==> src/hdl/crosspoint_pkg.sv <==
package crosspoint_pkg;

   // Array shape
   localparam int N_SIDE = 16;
   localparam int N_CROSS = 256;
   localparam int ROW_W = 16;
   localparam int FIFO_DEPTH = 16;

   // System clock
   localparam int CLK_NS = 5;

   // Link timing as printed
   localparam int SCLK_MIN_KHZ = 20;
   localparam int SCLK_MAX_KHZ = 5000;
   localparam int SCLK_WIDTH_NS = 100;
   localparam int SCLK_GAP_NS = 100;
   localparam int SCLK_TO_STROBE_NS = 65;
   localparam int STROBE_WIDTH_NS = 65;
   localparam int DEADLINE_US = 5000;

   // Least time in ns to whole cycles, rounded up
   function automatic int ceil_cycles(input int ns);
      return (ns + CLK_NS - 1) / CLK_NS;
   endfunction

   // Derived cycle counts
   localparam int MIN_PERIOD_CYCLES = ceil_cycles(1_000_000 / SCLK_MAX_KHZ);
   localparam int HIGH_CYCLES = ceil_cycles(SCLK_WIDTH_NS);
   localparam int LOW_CYCLES = (MIN_PERIOD_CYCLES - HIGH_CYCLES > ceil_cycles(SCLK_GAP_NS)) ?
      MIN_PERIOD_CYCLES - HIGH_CYCLES : ceil_cycles(SCLK_GAP_NS);
   localparam int SETTLE_CYCLES = ceil_cycles(SCLK_TO_STROBE_NS);
   localparam int STROBE_CYCLES = ceil_cycles(STROBE_WIDTH_NS);
   localparam int SLOW_CYCLES = 1_000_000 / (SCLK_MIN_KHZ * CLK_NS);
   localparam int DEADLINE_CYCLES = DEADLINE_US * 1000 / CLK_NS;

   // Counter widths
   localparam int DIV_W = 6;
   localparam int AGE_W = 20;
   localparam int BITS_W = 9;

   // Latch bit that drives crosspoint (row, col)
   function automatic logic [7:0] cross_index(input logic [3:0] row, input logic [3:0] col);
      return {row, col};
   endfunction

endpackage

==> src/hdl/crosspoint_link_if.sv <==
`timescale 1ns/1ps
`default_nettype none

interface crosspoint_link_if;
   // Shift clock, made by the host
   logic sclk;
   // Serial data, host to device
   logic serial_data_in;
   // Serial data, end of shift register
   logic serial_data_out;
   // Transfer strobe, active low
   logic latch_strobe_n;

   modport device (
      input sclk,
      input serial_data_in,
      input latch_strobe_n,
      output serial_data_out
   );

   modport host (
      output sclk,
      output serial_data_in,
      output latch_strobe_n,
      input serial_data_out
   );
endinterface

`default_nettype wire

==> src/hdl/crosspoint_host.sv <==
`timescale 1ns/1ps
`default_nettype none

module row_fifo #(
   parameter int WIDTH = 16,
   parameter int DEPTH = 16
) (
   // Clock, reset, enable
   input wire logic clk,
   input wire logic rstn,
   input wire logic en,
   // Fill side
   input wire logic [WIDTH-1:0] in_data,
   input wire logic in_valid,
   output logic in_ready,
   // Drain side
   output logic [WIDTH-1:0] out_data,
   output logic out_valid,
   input wire logic out_ready,
   output logic full
);

   localparam int AW = $clog2(DEPTH);

   logic [WIDTH-1:0] mem_q [DEPTH];
   logic [AW:0] wr_q;
   logic [AW:0] rd_q;
   logic push;
   logic pop;

   // Wrap bit tells full from empty; depth must be a power of two
   assign full = (wr_q[AW] != rd_q[AW]) && (wr_q[AW-1:0] == rd_q[AW-1:0]);
   assign in_ready = ~full;
   assign out_valid = (wr_q != rd_q);
   assign out_data = mem_q[rd_q[AW-1:0]];
   assign push = en & in_valid & ~full;
   assign pop = en & out_ready & out_valid;

   // Storage
   always_ff @(posedge clk) begin
      if (push) begin
         mem_q[wr_q[AW-1:0]] <= in_data;
      end
   end

   // Pointers
   always_ff @(posedge clk or negedge rstn) begin
      if (!rstn) begin
         wr_q <= '0;
         rd_q <= '0;
      end else begin
         if (push) begin
            wr_q <= wr_q + 1'b1;
         end
         if (pop) begin
            rd_q <= rd_q + 1'b1;
         end
      end
   end
endmodule

module crosspoint_host (
   // Link pins
   crosspoint_link_if.host link,
   // Clock, reset, enable
   input wire logic clk,
   input wire logic rstn,
   input wire logic en,
   // Row words in, row 15 first, column 15 in bit 15
   input wire logic [crosspoint_pkg::ROW_W-1:0] row_data,
   input wire logic row_valid,
   output logic row_ready,
   // Status and cascade echo
   output logic busy,
   output logic frame_done,
   output logic [crosspoint_pkg::ROW_W-1:0] echo_word,
   output logic echo_valid
);

   typedef enum logic [1:0] {IDLE, SHIFT, SETTLE, STROBE} host_state_e;

   host_state_e state_q;
   logic [crosspoint_pkg::DIV_W-1:0] div_q;
   logic [7:0] bit_q;
   logic sclk_q;
   logic strobe_n_q;
   logic done_q;
   logic [crosspoint_pkg::ROW_W-1:0] word_q;
   logic [crosspoint_pkg::ROW_W-1:0] echo_q;
   logic [crosspoint_pkg::ROW_W-1:0] echo_word_q;
   logic echo_valid_q;
   logic serial_data_out_s1_q;
   logic serial_data_out_s2_q;
   logic [crosspoint_pkg::ROW_W-1:0] fifo_data;
   logic fifo_valid;
   logic fifo_full;
   logic pop;
   logic rise_now;
   logic fall_now;

   // Frame buffer; starts a load only when a whole frame is held
   row_fifo #(.WIDTH(crosspoint_pkg::ROW_W), .DEPTH(crosspoint_pkg::FIFO_DEPTH)) fifo (
      .clk(clk),
      .rstn(rstn),
      .en(en),
      .in_data(row_data),
      .in_valid(row_valid),
      .in_ready(row_ready),
      .out_data(fifo_data),
      .out_valid(fifo_valid),
      .out_ready(pop),
      .full(fifo_full)
   );

   // Edge moments of the generated shift clock
   assign rise_now = (state_q == SHIFT) && (div_q == '0) && !sclk_q;
   assign fall_now = (state_q == SHIFT) && (div_q == '0) && sclk_q;
   assign pop = en && fifo_valid && (((state_q == IDLE) && fifo_full) ||
      (fall_now && (bit_q[3:0] == 4'hf) && (bit_q != 8'hff)));

   // Sequencer and clock divider
   always_ff @(posedge clk or negedge rstn) begin
      if (!rstn) begin
         state_q <= IDLE;
         div_q <= '0;
         bit_q <= '0;
         sclk_q <= 1'b0;
         strobe_n_q <= 1'b1;
      end else if (en) begin
         unique case (state_q)
            IDLE: begin
               if (fifo_full) begin
                  state_q <= SHIFT;
                  bit_q <= '0;
                  div_q <= crosspoint_pkg::DIV_W'(crosspoint_pkg::LOW_CYCLES - 1);
               end
            end
            SHIFT: begin
               // Fixed 200 ns period: within both rate limits
               if (div_q != '0) begin
                  div_q <= div_q - 1'b1;
               end else if (!sclk_q) begin
                  sclk_q <= 1'b1;
                  div_q <= crosspoint_pkg::DIV_W'(crosspoint_pkg::HIGH_CYCLES - 1);
               end else begin
                  sclk_q <= 1'b0;
                  bit_q <= bit_q + 1'b1;
                  if (bit_q == 8'hff) begin
                     state_q <= SETTLE;
                     div_q <= crosspoint_pkg::DIV_W'(crosspoint_pkg::SETTLE_CYCLES - 1);
                  end else begin
                     div_q <= crosspoint_pkg::DIV_W'(crosspoint_pkg::LOW_CYCLES - 1);
                  end
               end
            end
            SETTLE: begin
               if (div_q != '0) begin
                  div_q <= div_q - 1'b1;
               end else begin
                  strobe_n_q <= 1'b0;
                  state_q <= STROBE;
                  div_q <= crosspoint_pkg::DIV_W'(crosspoint_pkg::STROBE_CYCLES - 1);
               end
            end
            STROBE: begin
               if (div_q != '0) begin
                  div_q <= div_q - 1'b1;
               end else begin
                  strobe_n_q <= 1'b1;
                  state_q <= IDLE;
               end
            end
         endcase
      end
   end

   // Frame completion pulse
   always_ff @(posedge clk or negedge rstn) begin
      if (!rstn) begin
         done_q <= 1'b0;
      end else if (en) begin
         done_q <= (state_q == STROBE) && (div_q == '0);
      end
   end

   // Outgoing row, most significant column first
   always_ff @(posedge clk or negedge rstn) begin
      if (!rstn) begin
         word_q <= '0;
      end else if (pop) begin
         word_q <= fifo_data;
      end else if (en && fall_now) begin
         word_q <= {word_q[crosspoint_pkg::ROW_W-2:0], 1'b0};
      end
   end

   // Serial output of the far end into this domain
   always_ff @(posedge clk or negedge rstn) begin
      if (!rstn) begin
         serial_data_out_s1_q <= 1'b0;
         serial_data_out_s2_q <= 1'b0;
      end else if (en) begin
         serial_data_out_s1_q <= link.serial_data_out;
         serial_data_out_s2_q <= serial_data_out_s1_q;
      end
   end

   // Collect the bits pushed out of the chain, one word per row
   always_ff @(posedge clk or negedge rstn) begin
      if (!rstn) begin
         echo_q <= '0;
         echo_word_q <= '0;
         echo_valid_q <= 1'b0;
      end else if (en) begin
         echo_valid_q <= 1'b0;
         if (rise_now) begin
            echo_q <= {echo_q[crosspoint_pkg::ROW_W-2:0], serial_data_out_s2_q};
         end
         if (fall_now && (bit_q[3:0] == 4'hf)) begin
            echo_word_q <= echo_q;
            echo_valid_q <= 1'b1;
         end
      end
   end

   // Pins and status
   assign link.sclk = sclk_q;
   assign link.serial_data_in = word_q[crosspoint_pkg::ROW_W-1];
   assign link.latch_strobe_n = strobe_n_q;
   assign busy = (state_q != IDLE);
   assign frame_done = done_q;
   assign echo_word = echo_word_q;
   assign echo_valid = echo_valid_q;
endmodule

`default_nettype wire

==> src/flat_wrapper.sv <==
// flat-port wrapper written by rule: the top's interface ports become plain ports
module crosspoint_host_flat 
  (clk, rstn, en, row_data, row_valid, row_ready, busy, frame_done, echo_word, echo_valid, link_sclk, link_serial_data_in, link_latch_strobe_n, link_serial_data_out);
  crosspoint_link_if link_i ();
  input wire logic clk;
  input wire logic rstn;
  input wire logic en;
  input wire logic [crosspoint_pkg::ROW_W-1:0] row_data;
  input wire logic row_valid;
  output logic row_ready;
  output logic busy;
  output logic frame_done;
  output logic [crosspoint_pkg::ROW_W-1:0] echo_word;
  output logic echo_valid;
  output wire logic [$bits(link_i.sclk)-1:0] link_sclk;
  output wire logic [$bits(link_i.serial_data_in)-1:0] link_serial_data_in;
  output wire logic [$bits(link_i.latch_strobe_n)-1:0] link_latch_strobe_n;
  input wire logic [$bits(link_i.serial_data_out)-1:0] link_serial_data_out;
  assign link_sclk = link_i.sclk;
  assign link_serial_data_in = link_i.serial_data_in;
  assign link_latch_strobe_n = link_i.latch_strobe_n;
  assign link_i.serial_data_out = link_serial_data_out;
  crosspoint_host u_core (.link(link_i), .clk(clk), .rstn(rstn), .en(en), .row_data(row_data), .row_valid(row_valid), .row_ready(row_ready), .busy(busy), .frame_done(frame_done), .echo_word(echo_word), .echo_valid(echo_valid));
endmodule
==> config.mk <==
export PLATFORM = sky130hd
export DESIGN_NAME = crosspoint_host_flat
export DESIGN_NICKNAME = d
export VERILOG_FILES = /design/src/hdl/crosspoint_pkg.sv /design/src/hdl/crosspoint_link_if.sv /design/src/hdl/crosspoint_host.sv /design/src/flat_wrapper.sv
export SDC_FILE = /design/constraint.sdc
export NUM_CORES = 1
export LEC_CHECK = 0
export BUFFER_PORTS_ARGS = -buffer_cell sky130_fd_sc_hd__buf_2
export CAP_MARGIN = 15
export CORE_UTILIZATION = 25
export DETAILED_ROUTE_END_ITERATION = 8
export PLACE_DENSITY_LB_ADDON = 0.08
export SYNTH_ARGS = -nofsm -noshare
export SYNTH_HDL_FRONTEND = slang
export SYNTH_SLANG_ARGS = --single-unit
==> constraint.sdc <==
create_clock -name clk -period 5 [get_ports clk]
set_input_delay 0.5 -clock clk [delete_from_list [all_inputs] [get_ports clk]]
set_output_delay 0.5 -clock clk [all_outputs]
set_load 0.01 [all_outputs]
# Word level (Yosys, flattened, before mapping)
# Memory sizes are Yosys's and may differ from the RTL's.
# Cells that the tools add are included.
dict set report totals {
  mem_count 1
  latch_bits 0
  output_inout_bits 23
  ff_bits 80
  ramBits 256
  wordCells 95
  mem_bits_ro 0
  in_bits 21
}
dict set report classes {
  n_lt_le_gt_ge 0
  n_mul 0
  eq_ne 16
  n_div 0
  n_reduce_logical 27
  shift 0
  n_mux 27
  bitwise_logic 6
  n_addsub 4
}
# memory depth width read_ports rd_clocked_by_memory_dff write_ports line_no
set memory_table {}
lappend memory_table {u_core.fifo.mem_q 16 16 1 0 1 crosspoint_host.sv:25} ;# logic [WIDTH-1:0] mem_q [DEPTH];
# operator count
set op_table {}
lappend op_table {{$mux 16} 2}
lappend op_table {{$mux 6} 5}
lappend op_table {{$mux 8} 3}
lappend op_table {{$pmux 6 s4} 1}
lappend op_table {{$pmux 8 s2} 1}
lappend op_table {{$mux 2} 6}
lappend op_table {{$logic_and 1x1->1} 11}
lappend op_table {{$add 5x1->5 const B} 2}
lappend op_table {{$ne 2x2->1 const B} 5}
lappend op_table {{$add 8x1->8 const B} 1}
lappend op_table {{$eq 8x8->1 const B} 1}
lappend op_table {{$ne 8x8->1 const B} 1}
lappend op_table {{$pmux 2 s4} 1}
lappend op_table {{$reduce_bool 2->1} 4}
lappend op_table {{$reduce_and 7->1} 1}
lappend op_table {{$logic_not 6->1} 1}
lappend op_table {{$mux 1} 6}
lappend op_table {{$reduce_and 3->1} 2}
lappend op_table {{$reduce_bool 6->1} 1}
lappend op_table {{$sub 6x1->6 const B} 1}
lappend op_table {{$mux 5} 1}
lappend op_table {{$ne 5x5->1} 1}
lappend op_table {{$reduce_and 5->1} 1}
lappend op_table {{$and 1x1->1} 4}
lappend op_table {{13 further kinds} 17}

# Logic depth before layout (Yosys ltp)
dict set report depth {
  ltp_word 9
  depth_mapped 10
  ltp_nobuf 7
}

# Modules after synthesis
# From an unflattened synthesis, not the netlist that was laid out.
dict set report unflattened {
  hier_cells 793
  area_unflattened_um2 13910.8
}
# mod seq_area_each_um2 cells_each area_each_um2 instances
set modules_own_cells {}
lappend modules_own_cells {row_fifo 7937.6 511 10520.1 1}
lappend modules_own_cells {crosspoint_host 1752.9 282 3390.8 1}

# Worst setup path before layout
# No wires, ideal clock.
dict set report synth_timing {
  path_type {reg2reg}
  start {register u_core.fifo.wr_q[2]}
  end {memory u_core.fifo.mem_q[3][0] (enable)}
  arrival_time_ns 2.519
  stages_incl_launch_ff 8
  n_path_buf 2
  required_time_ns 4.591
  setup_ns 0.409
  path_slack_ns 2.071
  cell_sequence {dfrtp_1 > clkbuf_1 > xor2_1 > nor4_4 > a21oi_1 > clkbuf_1 > nand2_1 > nor3_1}
}
dict set report synth_between {
  elab_chain_len 6
}
# item line_no
set synth_lines {}
lappend synth_lines {{start, declared} crosspoint_host.sv:26} ;# logic [AW:0] wr_q;
lappend synth_lines {{start signal, assigned} crosspoint_host.sv:53} ;# wr_q <= wr_q + 1'b1;
lappend synth_lines {{$eq 4x4->1} crosspoint_host.sv:32} ;# assign full = (wr_q[AW] != rd_q[AW]) && (wr_q[AW-1:0] == rd_q[AW-1:0]);
lappend synth_lines {{$logic_and 1x1->1} crosspoint_host.sv:32}
lappend synth_lines {{$not 1->1} crosspoint_host.sv:36} ;# assign push = en & in_valid & ~full;
lappend synth_lines {{$and 1x1->1} crosspoint_host.sv:36}
lappend synth_lines {{$mux 1} crosspoint_host.sv:41} ;# if (push) begin
lappend synth_lines {{$mux 1 (implied by the code)} crosspoint_host.sv:42} ;# mem_q[wr_q[AW-1:0]] <= in_data;
lappend synth_lines {{end, declared} crosspoint_host.sv:25}
# Several ways; a longest one is shown, not always the timed one.

# Worst setup path in the final report
dict set report layout_timing {
  start {register u_core.fifo.rd_q[0]}
  end {memory u_core.fifo.mem_q[14][4] (enable)}
}
dict set report layout_between {
  elab_chain_len 6
}
# item line_no
set layout_lines {}
lappend layout_lines {{start, declared} crosspoint_host.sv:27} ;# logic [AW:0] rd_q;
lappend layout_lines {{start signal, assigned} crosspoint_host.sv:56} ;# rd_q <= rd_q + 1'b1;
lappend layout_lines {{$eq 4x4->1} crosspoint_host.sv:32}
lappend layout_lines {{$logic_and 1x1->1} crosspoint_host.sv:32}
lappend layout_lines {{$not 1->1} crosspoint_host.sv:36}
lappend layout_lines {{$and 1x1->1} crosspoint_host.sv:36}
lappend layout_lines {{$mux 1} crosspoint_host.sv:41}
lappend layout_lines {{$mux 1 (implied by the code)} crosspoint_host.sv:42}
# No other way between the ends.

==> impl_metrics.ini <==
[timing]
max-slew-margin-rel_pct = 30.0
rsz0062_at_grt = false
setup_viol = 0
fin_crit_ns = 3.16
slew_violations = 0
timing.setup.tns_ns = 0
clock.fmax_ghz = 0.316
worst_pin_slew_ns = 1.05
finalHoldViolations = 0
fin_worst_skew_ns = 0.0211
fin_crit_sh_pct = 63.3

[route]
viasPerCell = 4.59
ant_nets = 0
first_pass_iters = 4
drcViolationCount = 0
drt_wl_total_mm = 34.0
avgRoutedWirePerCell_um = 22.5
drt_iter0_markers = 437
vias = 6951

[final_layout]
area_delta_synth_final_pct = 17.4
instances_no_fill = 1513
n_antenna_cell = 0
fill_cells = 5278
finalNetCount = 821
drive_above_1_share_pct = 28.6

[die]
core_area_um2 = 53800
initial_core_util_pct = 25.3
io_pins = 44
die_w_um = 235
die_h_um = 235
rows = 85
die_area_um2 = 55300

[worst_setup_path]
r2r_start = u_core.fifo.rd_q[0]
max_stage_delay_ns = 0.97
startpoint = u_core.fifo.rd_q[0]
arrival_ns = 3.34
r2r-end = u_core.fifo.mem_q[14][4]
ff2ff_setup_slack_ns = 1.84
end_kind = flop
crit_path_cell_trace = xor2_1 > nor4_4 > a21oi_1 > buf_4 > and3_1
slowest_stage = dfrtp_4
crit_type = reg2reg
critPathMaxFanout = 39
critPathRequiredTime_ns = 5.17
cp-start-kind = flop
cp_num_buf_inv = 1
path_delay_family = simple AND/OR/NAND/NOR gates
r2r_cells = 5

[logic_synthesis]
syn-cell-area_um2 = 13600
ys.warnings.count = 0
synthAdderAreaFrac_pct = 1.10
synth_nets = 750
synth_seq_cells = 336
async_flop_share_pct = 23.8
synth_edf_count = 256
yosys.area_share.xor_xnor_pct = 1.02
synthCells = 717
synth_top_area_share_pct = 56.6
avgSynthCellArea_um2 = 19.0
synth_ff_type = edfxtp_1
synth_compound_area_share_pct = 4.60
synthSimpleGateAreaFrac_pct = 4.24
yosysTopAreaCell = edfxtp_1
synth_cell_type_count = 59
yosys-top-cells-area = edfxtp_1 (57%), dfrtp_1 (15%), mux4_2 (11%)
synth_top_family_by_area = multiplexers
ys_seq_area_share_pct = 71.3
muxShareOfSynthArea_pct = 15.9

[placement]
place_inst = 1439
io_buffer_count = 43
globalplace.congestion = 0.721
hpwl_mm = 20.8

[grt]
grt_usage_pct = 12.7
grt-busiest-layer = met2
grt_max_degree = 54
met2_usage_pct = 20.7
grt_pass1_vias = 7513
grt_pass1_wl_mm = 51.4
antenna_found_initial = 0
gr-total-overflow = 0
grt_use_met3_pct = 2.26
met1_usage_pct = 16.9

[cts]
post_cts_resized = 0
cts_tree = built
path_clk_slew_ns = 0.06
htree_levels = 2
post_cts_buffers = 0
clk_path_buf_depth = 3
numClockSinks = 336
clockRootBuffer = clkbuf_16
clock_latency_ns = 0.58
cts_buffers = 40

[pwr]
power.switching_uw = 1590
p_int_uw = 4990
clockPowerShare_pct = 42.4
total_leakage_power_uw = 0.00554
switching_share_pct = 24.2
seqPwrFrac_pct = 50.3
power_frac_comb_pct = 7.3
p_per_area_nw_per_um2 = 412
ir_drop_uv = 201

[flow_run]
max_cap_viol_count = 0

[min_path]
hold_path.class = in2reg
min_to = u_core.serial_data_out_s1_q
min_from = link_serial_data_out
min_path_cells = 2

[status]
status = finished, final reports clean
## timing repair
| action | 4_1_cts | 5_1_grt |
|---|---|---|
| hold buffers | 1 | 0 |
| endpoints found under the setup margin | 0 | 0 |
| hold endpoints to repair | 32 | 0 |
## routing by layer
metal	wire (um)	part of all wire [%]
met4	821	2.4
met2	16500	48
met1	15100	45
met5	0	0
met3	1600	4.7
## cell usage after synthesis (all sizes together), types with 2 or more instances
| cell type | instances |
|---|---|
| a21o | 3 |
| a21oi | 9 |
| a221oi | 2 |
| a22o | 3 |
| and2 | 5 |
| and3 | 18 |
| and4 | 5 |
| buf | 17 |
| clkbuf | 20 |
| dfrtp | 79 |
| edfxtp | 256 |
| ha | 12 |
| inv | 9 |
| mux2 | 36 |
| mux2i | 32 |
| mux4 | 64 |
| nand2 | 15 |
| nand2b | 4 |
| nand3 | 10 |
| nand4 | 2 |
| nor2 | 12 |
| nor2b | 7 |
| nor3 | 6 |
| nor4 | 3 |
| o211a | 3 |
| o211ai | 2 |
| o21a | 3 |
| o21ai | 15 |
| o221ai | 15 |
| o22a | 14 |
| o31ai | 5 |
| o41ai | 3 |
| or2 | 2 |
| xnor2 | 6 |
| xor2 | 9 |
## registers in the layout (all words and copies together), names as in the netlist, 5 cells and up
name               count
u_core.div_q           6
u_core.bit_q           8
u_core.echo_word      16
u_core.fifo.rd_q       5
u_core.word_q         16
u_core.fifo.mem_q    256
u_core.fifo.wr_q       5
u_core.echo_q         16
## cells by family (layout without fill, tap and decap cells)
group / count (synthesis) / count (layout)
flops: 336 / 336
mux: 132 / 132
simple gates: 93 / 93
compound gates: 83 / 83
buf+inv: 46 / 146
xor+xnor: 15 / 15
fa+ha+maj: 12 / 12
## how the worst max path moves through the flow
stage,endpoint,slack (ns),cells after the start
3_5_place_dp,u_core.fifo.mem_q[12][13],1.58,5
6_report,u_core.fifo.mem_q[14][4],1.84,5
3_3_place_gp,u_core.fifo.mem_q[13][13],1.63,5
2_1_floorplan,u_core.fifo.mem_q[3][0],2.07,7
4_1_cts,u_core.fifo.mem_q[12][4],1.55,5
5_1_grt,u_core.fifo.mem_q[14][1],1.53,5
## cells in the final DEF (no fill, tap or decap), drive strengths merged, types with 4 or more instances in the layout
cell type,n
mux2i,32
o221ai,15
a21oi,9
mux2,36
o21ai,15
ha,12
dfrtp,79
buf,65
and2,5
edfxtp,256
nand2b,4
xnor2,6
nor2b,7
mux4,64
and3,18
nor2,12
clkinv,19
o22a,14
o31ai,5
xor2,9
nor3,6
and4,5
inv,11
clkbuf,47
nand2,15
nand3,10
## metrics by stage
| stage | power [uW] | hold slack, ns | setup slack [ns] | instance area [um^2] | util, % |
|---|---|---|---|---|---|
| 2_1_floorplan | 3620 | 0.204 | 2.07 | 13600 | - |
| 3_3_place_gp | 3830 | 0.464 | 1.63 | 14600 | 27.2 |
| 3_5_place_dp | 3850 | 0.479 | 1.58 | 14700 | 27.2 |
| 4_1_cts | 6690 | 0.141 | 1.55 | 15900 | 29.5 |
| 5_1_grt | 6860 | 0.163 | 1.53 | 16000 | 29.7 |
| 6_report | 6580 | 0.185 | 1.84 | 16000 | 29.7 |
## power by group through the flow
| stage | clock (uW) | combinational, uW | sequential, uW |
|---|---|---|---|
| after floorplan | 0 | 318 | 3300 |
| after global placement | 0 | 473 | 3360 |
| after detailed placement | 0 | 485 | 3360 |
| after CTS | 2890 | 487 | 3310 |
| after global routing | 3000 | 532 | 3330 |
| final | 2790 | 478 | 3310 |
## final cells by class
type	instances	area, um^2	area share [%]
clock inverters	24	213	1.33
repair buffers	66	453	2.84
clock buffers	47	1030	6.44
inverters	9	33.8	0.212
well taps	696	871	5.46
flip-flops and latches	336	9700	60.8
multi-input cells	335	3660	23.0
No activity file was read; power rests on OpenSTA's default activity.
